File: src/rtl/urx_pkg.sv
// constants and types for the receive dma channel state block
// Contract
// - hold 30-bit queue front descriptor pointer
// - record first descriptor of current packet
// - packet-in-progress flag at bit zero
// - track descriptor of buffer now filling
// - keep full byte address in buffer
// - count packet bytes, write back at end
// - keep free byte count of current buffer
// - seventh word holds first/current buffer counts
// - skip programmed bytes in first buffer
package urx_pkg;
  localparam int unsigned PADDR_W     = 12;
  localparam int unsigned DATA_W      = 32;
  localparam int unsigned BYTE_W      = 8;
  localparam int unsigned CNT_W       = 16;
  localparam int unsigned PTR_W       = 30;
  localparam int unsigned SKIP_W      = 8;
  localparam int unsigned FIFO_DEPTH  = 2;

  localparam logic [PADDR_W-1:0] OFS_SKIP    = 12'h000;
  localparam logic [PADDR_W-1:0] OFS_HEAD    = 12'h004;
  localparam logic [PADDR_W-1:0] OFS_PKTSTRT = 12'h008;
  localparam logic [PADDR_W-1:0] OFS_CURDESC = 12'h00C;
  localparam logic [PADDR_W-1:0] OFS_BUFADDR = 12'h010;
  localparam logic [PADDR_W-1:0] OFS_LENGTH  = 12'h014;
  localparam logic [PADDR_W-1:0] OFS_BYTECNT = 12'h018;

  localparam int unsigned PTR_LSB    = 2;
  localparam int unsigned IN_PKT_BIT = 0;
  localparam int unsigned HI_LSB     = 16;

  localparam logic [DATA_W-1:0] STATE_RST    = 32'h0000_0000;
  localparam logic [DATA_W-1:0] DESC_LEN_OFS = 32'h0000_000C;
  localparam logic [3:0]        STRB_BYTE    = 4'h1;
  localparam logic [3:0]        STRB_LEN     = 4'h3;

  typedef enum logic [1:0] {
    URX_ST_DATA  = 2'b00,
    URX_ST_BYTE  = 2'b01,
    URX_ST_WBACK = 2'b10
  } urx_state_t;
endpackage : urx_pkg

File: src/rtl/urx_stream_if.sv
// valid/ready stream carrier between the channel and its buffer
`timescale 1ns/100ps
interface urx_stream_if #(
  parameter int unsigned W = 9
);
  logic [W-1:0] data;
  logic         valid;
  logic         ready;
  modport src (output data, output valid, input ready);
  modport snk (input data, input valid, output ready);
endinterface : urx_stream_if

File: src/rtl/urx_pair_fifo.sv
// small fifo holding received bytes while memory writes are stalled
`timescale 1ns/100ps
module urx_pair_fifo #(
  parameter int unsigned WIDTH = 9,
  parameter int unsigned DEPTH = 2
) (
  input  wire logic  pclk,
  input  wire logic  presetn,
  urx_stream_if.snk  in_s,
  urx_stream_if.src  out_s
);
  localparam int unsigned PW = (DEPTH > 1) ? $clog2(DEPTH) : 1;
  localparam int unsigned CW = $clog2(DEPTH + 1);

  logic [WIDTH-1:0] mem_q [DEPTH];
  logic [PW-1:0]    wr_ptr_q;
  logic [PW-1:0]    rd_ptr_q;
  logic [CW-1:0]    count_q;
  logic             push;
  logic             pop;

  assign in_s.ready  = (count_q != CW'(DEPTH));
  assign out_s.valid = (count_q != '0);
  assign out_s.data  = mem_q[rd_ptr_q];
  assign push        = in_s.valid && in_s.ready;
  assign pop         = out_s.valid && out_s.ready;

  function automatic logic [PW-1:0] wrap_inc(input logic [PW-1:0] p);
    return (p == PW'(DEPTH - 1)) ? '0 : PW'(p + 1'b1);
  endfunction : wrap_inc

  // storage has no reset; only the pointers and the count define what is valid
  always_ff @(posedge pclk) begin
    if (push) begin
      mem_q[wr_ptr_q] <= in_s.data;
    end
  end

  always_ff @(posedge pclk or negedge presetn) begin
    if (!presetn) begin
      wr_ptr_q <= '0;
      rd_ptr_q <= '0;
    end else begin
      if (push) wr_ptr_q <= wrap_inc(wr_ptr_q);
      if (pop)  rd_ptr_q <= wrap_inc(rd_ptr_q);
    end
  end

  always_ff @(posedge pclk or negedge presetn) begin
    if (!presetn) begin
      count_q <= '0;
    end else if (push && !pop) begin
      count_q <= CW'(count_q + 1'b1);
    end else if (pop && !push) begin
      count_q <= CW'(count_q - 1'b1);
    end
  end
endmodule : urx_pair_fifo

File: src/rtl/urx_rx_channel.sv
// receive dma channel: state words on apb, byte stream into memory buffers
`timescale 1ns/100ps
module urx_rx_channel (
  input  wire logic                          pclk,
  input  wire logic                          presetn,
  input  wire logic                          psel,
  input  wire logic                          penable,
  input  wire logic                          pwrite,
  input  wire logic [urx_pkg::PADDR_W-1:0]   paddr,
  input  wire logic [urx_pkg::DATA_W-1:0]    pwdata,
  output logic      [urx_pkg::DATA_W-1:0]    prdata,
  output logic                               pready,
  output logic                               pslverr,
  input  wire logic                          rx_valid,
  input  wire logic [urx_pkg::BYTE_W-1:0]    rx_data,
  input  wire logic                          rx_last,
  output logic                               rx_ready,
  output logic                               mem_valid,
  output logic      [urx_pkg::DATA_W-1:0]    mem_addr,
  output logic      [urx_pkg::DATA_W-1:0]    mem_wdata,
  output logic      [3:0]                    mem_strb,
  input  wire logic                          mem_ready,
  output logic                               in_packet
);
  import urx_pkg::*;

  localparam int unsigned SW = BYTE_W + 1;

  urx_stream_if #(.W(SW)) in_if ();
  urx_stream_if #(.W(SW)) out_if ();

  urx_pair_fifo #(
    .WIDTH (SW),
    .DEPTH (FIFO_DEPTH)
  ) u_fifo (
    .pclk    (pclk),
    .presetn (presetn),
    .in_s    (in_if.snk),
    .out_s   (out_if.src)
  );

  assign in_if.data  = {rx_last, rx_data};
  assign in_if.valid = rx_valid;
  assign rx_ready    = in_if.ready;

  logic [SKIP_W-1:0]  skip_q;
  logic [PTR_W-1:0]   head_q;
  logic [PTR_W-1:0]   sop_q;
  logic               in_pkt_q;
  logic [PTR_W-1:0]   cur_desc_q;
  logic [DATA_W-1:0]  buf_addr_q;
  logic [CNT_W-1:0]   pkt_len_q;
  logic [CNT_W-1:0]   free_q;
  logic [CNT_W-1:0]   first_cnt_q;
  logic [CNT_W-1:0]   cur_cnt_q;
  logic               eop_q;
  urx_state_t         state_q;
  logic [DATA_W-1:0]  mem_addr_q;
  logic [DATA_W-1:0]  mem_wdata_q;
  logic [3:0]         mem_strb_q;
  logic [DATA_W-1:0]  prdata_q;
  logic               perr_q;

  logic               setup;
  logic               wr_en;
  logic               first;
  logic               issue;
  logic               done;
  logic               wback_done;
  logic [CNT_W-1:0]   skip16;
  logic [CNT_W-1:0]   eff_free;
  logic [DATA_W-1:0]  eff_addr;
  logic               same_buf;

  function automatic logic hit(input logic [PADDR_W-1:0] a,
                               input logic [PADDR_W-1:0] ofs);
    return a == ofs;
  endfunction : hit

  function automatic logic mapped(input logic [PADDR_W-1:0] a);
    return hit(a, OFS_SKIP) || hit(a, OFS_HEAD) || hit(a, OFS_PKTSTRT) ||
           hit(a, OFS_CURDESC) || hit(a, OFS_BUFADDR) || hit(a, OFS_LENGTH) ||
           hit(a, OFS_BYTECNT);
  endfunction : mapped

  // apb: zero wait states, read data captured in the setup cycle
  assign setup   = psel && !penable;
  assign wr_en   = psel && penable && pwrite && mapped(paddr);
  assign pready  = 1'b1;
  assign prdata  = prdata_q;
  assign pslverr = psel && penable && perr_q;

  always_ff @(posedge pclk or negedge presetn) begin
    if (!presetn) begin
      prdata_q <= STATE_RST;
      perr_q   <= 1'b0;
    end else if (setup) begin
      perr_q   <= !mapped(paddr);
      prdata_q <= STATE_RST;
      unique case (1'b1)
        hit(paddr, OFS_SKIP):    prdata_q <= {24'h000000, skip_q};
        hit(paddr, OFS_HEAD):    prdata_q <= {head_q, 2'h0};
        hit(paddr, OFS_PKTSTRT): prdata_q <= {sop_q, 1'b0, in_pkt_q};
        hit(paddr, OFS_CURDESC): prdata_q <= {cur_desc_q, 2'h0};
        hit(paddr, OFS_BUFADDR): prdata_q <= buf_addr_q;
        hit(paddr, OFS_LENGTH):  prdata_q <= {pkt_len_q, free_q};
        hit(paddr, OFS_BYTECNT): prdata_q <= {first_cnt_q, cur_cnt_q};
        default:                 prdata_q <= STATE_RST;
      endcase
    end
  end

  // datapath decisions for the byte at the head of the buffer
  assign first    = !in_pkt_q;
  assign skip16   = {8'h00, skip_q};
  assign eff_free = first ? ((free_q > skip16) ? CNT_W'(free_q - skip16) : '0)
                          : free_q;
  assign eff_addr = first ? DATA_W'(buf_addr_q + {24'h000000, skip_q}) : buf_addr_q;
  // an exhausted buffer stalls the stream until software refills the count
  assign issue    = (state_q == URX_ST_DATA) && out_if.valid && (eff_free != '0);
  assign out_if.ready = issue;
  assign done       = mem_valid && mem_ready;
  assign wback_done = done && (state_q == URX_ST_WBACK);
  assign same_buf   = first || (cur_desc_q == sop_q);

  always_ff @(posedge pclk or negedge presetn) begin
    if (!presetn) begin
      state_q <= URX_ST_DATA;
      eop_q   <= 1'b0;
    end else begin
      unique case (state_q)
        URX_ST_DATA: begin
          if (issue) begin
            state_q <= URX_ST_BYTE;
            eop_q   <= out_if.data[BYTE_W];
          end
        end
        URX_ST_BYTE: begin
          if (done) state_q <= eop_q ? URX_ST_WBACK : URX_ST_DATA;
        end
        URX_ST_WBACK: begin
          if (done) begin
            state_q <= URX_ST_DATA;
            eop_q   <= 1'b0;
          end
        end
        default: state_q <= URX_ST_DATA;
      endcase
    end
  end

  assign mem_valid = (state_q != URX_ST_DATA);
  assign mem_addr  = mem_addr_q;
  assign mem_wdata = mem_wdata_q;
  assign mem_strb  = mem_strb_q;

  always_ff @(posedge pclk or negedge presetn) begin
    if (!presetn) begin
      mem_addr_q  <= STATE_RST;
      mem_wdata_q <= STATE_RST;
      mem_strb_q  <= 4'h0;
    end else if (issue) begin
      mem_addr_q  <= eff_addr;
      mem_wdata_q <= {4{out_if.data[BYTE_W-1:0]}};
      mem_strb_q  <= STRB_BYTE << eff_addr[1:0];
    end else if (done && state_q == URX_ST_BYTE && eop_q) begin
      // length goes into the low half of the packet's first descriptor
      mem_addr_q  <= DATA_W'({sop_q, 2'h0} + DESC_LEN_OFS);
      mem_wdata_q <= {16'h0000, pkt_len_q};
      mem_strb_q  <= STRB_LEN;
    end
  end

  // software writes win over hardware updates of the same word, except for the in-packet flag
  always_ff @(posedge pclk or negedge presetn) begin
    if (!presetn) begin
      skip_q <= '0;
    end else if (wr_en && hit(paddr, OFS_SKIP)) begin
      skip_q <= pwdata[SKIP_W-1:0];
    end
  end

  always_ff @(posedge pclk or negedge presetn) begin
    if (!presetn) begin
      head_q <= '0;
    end else if (wr_en && hit(paddr, OFS_HEAD)) begin
      head_q <= pwdata[DATA_W-1:PTR_LSB];
    end
  end

  always_ff @(posedge pclk or negedge presetn) begin
    if (!presetn) begin
      sop_q <= '0;
    end else if (wr_en && hit(paddr, OFS_PKTSTRT)) begin
      sop_q <= pwdata[DATA_W-1:PTR_LSB];
    end else if (issue && first) begin
      sop_q <= cur_desc_q;
    end
  end

  // the hardware set wins over a software clear in the same cycle
  always_ff @(posedge pclk or negedge presetn) begin
    if (!presetn) begin
      in_pkt_q <= 1'b0;
    end else if (issue) begin
      in_pkt_q <= 1'b1;
    end else if (wback_done) begin
      in_pkt_q <= 1'b0;
    end else if (wr_en && hit(paddr, OFS_PKTSTRT)) begin
      in_pkt_q <= pwdata[IN_PKT_BIT];
    end
  end
  assign in_packet = in_pkt_q;

  always_ff @(posedge pclk or negedge presetn) begin
    if (!presetn) begin
      cur_desc_q <= '0;
    end else if (wr_en && hit(paddr, OFS_CURDESC)) begin
      cur_desc_q <= pwdata[DATA_W-1:PTR_LSB];
    end
  end

  always_ff @(posedge pclk or negedge presetn) begin
    if (!presetn) begin
      buf_addr_q <= STATE_RST;
    end else if (wr_en && hit(paddr, OFS_BUFADDR)) begin
      buf_addr_q <= pwdata;
    end else if (issue) begin
      buf_addr_q <= DATA_W'(eff_addr + 32'h0000_0001);
    end
  end

  always_ff @(posedge pclk or negedge presetn) begin
    if (!presetn) begin
      pkt_len_q <= '0;
      free_q    <= '0;
    end else if (wr_en && hit(paddr, OFS_LENGTH)) begin
      pkt_len_q <= pwdata[DATA_W-1:HI_LSB];
      free_q    <= pwdata[CNT_W-1:0];
    end else if (issue) begin
      pkt_len_q <= first ? 16'h0001 : CNT_W'(pkt_len_q + 16'h0001);
      free_q    <= CNT_W'(eff_free - 16'h0001);
    end
  end

  always_ff @(posedge pclk or negedge presetn) begin
    if (!presetn) begin
      first_cnt_q <= '0;
      cur_cnt_q   <= '0;
    end else if (wr_en && hit(paddr, OFS_BYTECNT)) begin
      first_cnt_q <= pwdata[DATA_W-1:HI_LSB];
      cur_cnt_q   <= pwdata[CNT_W-1:0];
    end else if (issue) begin
      if (same_buf) begin
        first_cnt_q <= first ? 16'h0001 : CNT_W'(first_cnt_q + 16'h0001);
      end
      cur_cnt_q <= CNT_W'(eff_free - 16'h0001);
    end
  end
endmodule : urx_rx_channel

File: config.mk
export PLATFORM = sky130hd
export DESIGN_NAME = urx_rx_channel
export DESIGN_NICKNAME = d
export VERILOG_FILES = /design/src/rtl/urx_pkg.sv /design/src/rtl/urx_stream_if.sv /design/src/rtl/urx_pair_fifo.sv /design/src/rtl/urx_rx_channel.sv
export SDC_FILE = /design/constraint.sdc
export NUM_CORES = 1
export LEC_CHECK = 0
export BUFFER_PORTS_ARGS = -buffer_cell sky130_fd_sc_hd__buf_4
export CELL_PAD_IN_SITES_DETAIL_PLACEMENT = 1
export CELL_PAD_IN_SITES_GLOBAL_PLACEMENT = 1
export CORE_ASPECT_RATIO = 0.8
export CORE_MARGIN = 5
export CORE_UTILIZATION = 40
export DETAILED_ROUTE_END_ITERATION = 6
export GPL_TIMING_DRIVEN = 0
export PLACE_DENSITY_LB_ADDON = 0.15
export SLEW_MARGIN = 20
export SYNTH_ARGS = -nofsm -noshare
export SYNTH_HDL_FRONTEND = slang
export SYNTH_SLANG_ARGS = --single-unit
File: constraint.sdc
create_clock -name pclk -period 4.94 [get_ports pclk]
set_input_delay 0.741 -clock pclk [delete_from_list [all_inputs] [get_ports pclk]]
set_output_delay 0.741 -clock pclk [all_outputs]
set_load 0.005 [all_outputs]
==> flow_summary.yaml <==
route:
  wl_met1_um: 37500
  vias: 17841
  drtPass1Iterations: 5
  dr_wl_met3_um: 6140
  wl_met2_um: 33600
  top_layer: "met5"
  drt-total-wl_um: 79400
  drt_iter0_markers: 1560
  wire_per_inst_um: 27.0
  ant_nets: 0
  routed_via_density: 6.06
  drcViolationCount: 0
synth:
  synth_most_common_cell: "nand2_1"
  syn_area_um2: 18800
  seq_area_frac_synth_pct: 42.2
  postSynthAreaPerCell_um2: 8.99
  synth-seq-cells: 313
  synth.largest_area_cell: "dfrtp_1"
  ys.flop_type: "dfrtp_1"
  synth-edff-count: 18
  yosys-top-cells-area: "dfrtp_1, o21ai_0, nand2_1, mux2_2, mux2i_1"
  synth_cell_types: 84
  synth_commonest_cells: "nand2_1, dfrtp_1, o21ai_0"
  synth_top_area_share_pct: 39.4
  syn_inst: 2086
  syn_nets: 2173
  synth_warnings: 0
  synth-async-reset-ratio_pct: 94.2
grt:
  grt_pass1_vias: 17660
  grt_usage_pct: 30.1
  grt_max_degree: 99
  grt_remaining_overflow: 0
  antenna_found_initial: 4
  grt_pass1_wl_um: 117000
cts:
  postCtsHoldBufs: 0
  tritoncts: "built"
  cts_max_level: 2
  worstSkewPairLatency_ns: 0.56
  clock_sinks: 313
  clockRootBuffer: "clkbuf_16"
  path_clk_slew_ns: 0.05
  numCtsBuffers: 38
  clockBufferDepth: 3
sta:
  slew_headroom_pct: 25.8
  tightest_slew_ns: 1.11
  hold_viol_final: 0
  fin_tns_setup_ns: 0
  skew_ns: 0.0165
  max_freq_ghz: 0.206
  setup_ws_ns: 0.0808
  period_needed_ns: 4.86
  final-max-slew-violation-count: 0
  finalSetupViolations: 0
  period_share_pct: 98.4
power:
  swShare_pct: 43.8
  p_per_area_nw_per_um2: 533
  clkPwrFrac_pct: 23.4
  comb_power_share_pct: 43.3
  pwr-share-seq_pct: 33.3
  ir_drop_mv: 0.240
  internal-power_mw: 6.65
  power_leakage_nw: 9.29
  switchingPower_mw: 5.19
floorplan:
  initial_core_util_pct: 40.1
  core_area_um2: 46700
  die_x_um: 252
  pin_count: 165
  die_h_um: 204
  std_cell_rows: 71
  die_area_um2: 51300
critical_path:
  path_cells: "buf_4 -> buf_4 -> buf_4 -> buf_6 -> clkbuf_8 -> clkbuf_4 -> clkbuf_4 -> a21oi_1 -> ha_2 -> a21boi_2 -> o211ai_1 -> a22o_2 -> inv_2 -> buf_4 -> buf_8 -> buf_4 -> ha_1 -> nor2_1 -> xor2_1"
  slowest_stage: "dfrtp_2"
  rr_startpoint: "in_packet"
  reg2reg_slack_ns: 0.08
  r2r_end: "u_fifo.count_q[1]"
  cp-start-kind: "flip-flop"
  path_delay_family: "buffers and inverters"
  cpPeakStageDelay_ns: 0.51
  cp_max_fo: 10
  required_ns: 5.41
  cp_num_buf_inv: 11
  timing_worst_setup_path_type: "flip-flop to flip-flop"
  endpoint_kind: "flip-flop"
  cpMostUsedCell: "buf_4"
  r2r_cells: 19
  path_depth: 19
  arrival_ns: 5.33
place:
  place_ws_ns: -2.59
  io_buffers: 161
  place_congestion: 0.971
  dpl.hpwl_um: 62600
  placed_cell_area_um2: 20900
outcome:
  outcome: "complete, no violations"
layout:
  nets: 2384
  nFillCells: 5476
  layout-drive-gt1-share_pct: 17.2
  postLayoutCellArea_um2: 22200
  synthToLayoutAreaGrowth_pct: 18.6
  num_antenna_cells: 0
flow_run:
  cap_viol_max_count: 0
worst_hold_path:
  hp-class: "primary input to asynchronous set/reset pin"
==> sequential cells by signal, indices dropped and copies added (netlist names), 8 cells and up <==
register / cells
buf_addr_q: 32
skip_q: 8
sop_q: 30
mem_wdata: 24
cur_desc_q: 30
mem_addr: 32
free_q: 16
cur_cnt_q: 16
head_q: 30
first_cnt_q: 16
pkt_len_q: 16
u_fifo.mem_q: 18
prdata: 32
==> per-layer routing <==
metal / vias up / track usage, %
met2: 650 / 44.2
met4: 2 / 7.79
met3: 105 / 5.02
met1: 9106 / 46.1
li1: 7978 / -
met5: - / 0
==> timing repair <==
item	4_1_cts	5_1_grt
pin swaps	1	4
setup endpoints to repair	192	98
buffers inserted	0	6
gates resized for setup	39	13
==> power groups by stage <==
| stage | combinational [mW] | clock [mW] | sequential (mW) |
|---|---|---|---|
| final | 5.13 | 2.77 | 3.95 |
| after global routing | 5.47 | 2.90 | 4.01 |
| after CTS | 5.02 | 2.79 | 3.92 |
| after detailed placement | 4.92 | 0 | 3.95 |
| after global placement | 4.76 | 0 | 3.92 |
| after floorplan | 2.79 | 0 | 3.68 |
==> logic make-up after synthesis <==
group           count (synthesis)  share of synthesized area [%]
mux                           158                           8.95
compound gates                579                           19.3
xor+xnor                      118                           5.51
fa+ha+maj                      28                           1.93
simple gates                  701                           17.8
other cells                     1                         0.0200
buf+inv                       188                           4.25
flops                         313                           42.2
==> cell type report <==
| cell class | instances | area [µm²] | area share, % |
|---|---|---|---|
| Multi-Input combinational cell | 1585 | 10100 | 45.5 |
| Sequential cell | 313 | 7930 | 35.6 |
| Timing Repair Buffer | 172 | 1350 | 6.09 |
| Clock buffer | 51 | 1060 | 4.77 |
| Tap cell | 620 | 776 | 3.49 |
| Buffer | 155 | 734 | 3.30 |
| Clock inverter | 17 | 141 | 0.636 |
| Inverter | 32 | 124 | 0.557 |
==> worst max-delay path by stage <==
stage | startpoint | to | slack [ns]
finish | in_packet | u_fifo.count_q[1] | 0.08
global placement | in_packet | mem_addr[20] | -2.62
CTS | skip_q[5] | u_fifo.count_q[1] | 0.007
detailed placement | in_packet | mem_addr[20] | -2.59
global route | skip_q[2] | u_fifo.count_q[1] | -0.01
floorplan | skip_q[2] | u_fifo.count_q[1] | 0.84
==> worst register-to-register path, cell delays in order, from the launching register on <==
cell and delay [ns]:
dfrtp_2 0.51, buf_4 0.29, buf_4 0.28, buf_4 0.30, buf_6 0.25, clkbuf_8 0.26, clkbuf_4 0.26, clkbuf_4 0.27
a21oi_1 0.10, ha_2 0.22, a21boi_2 0.18, o211ai_1 0.22, a22o_2 0.31, inv_2 0.08, buf_4 0.20, buf_8 0.20
buf_4 0.22, ha_1 0.34, nor2_1 0.14, xor2_1 0.16
==> through the flow <==
step / hold slack (ns) / util, % / std cells / power (mW)
finish: 0.103 / 47.6 / 2945 / 11.8
global route: 0.138 / 47.6 / 2945 / 12.4
CTS: 0.111 / 47.4 / 2940 / 11.7
detailed placement: 0.473 / 44.6 / 2872 / 8.87
global placement: 0.467 / 44.4 / 2867 / 8.68
floorplan: 0.443 / - / 2086 / 6.47
==> cell usage in the layout (no fill, tap or decap), types with 13 or more instances in the layout <==
master and n:
buf_2 25, mux2i_1 81, o21ai_1 13, nor2_1 120, clkbuf_16 39, xor2_1 57, a31oi_1 24, o211ai_1 26
o21ai_0 226, a221oi_1 13, xnor2_1 61, nand4_1 22, or3_1 19, inv_1 29, dfrtp_1 290, o31ai_1 16
nand2_1 298, mux2_2 77, nand2b_1 13, clkbuf_1 107, a21oi_1 124, nand3_1 53, nor4_1 20, a21o_1 13
ha_1 24, buf_4 184, a221o_1 32, nor3_1 33, edfxtp_1 18, and3_1 38
Note: power is estimated with default switching activity, not from simulation.
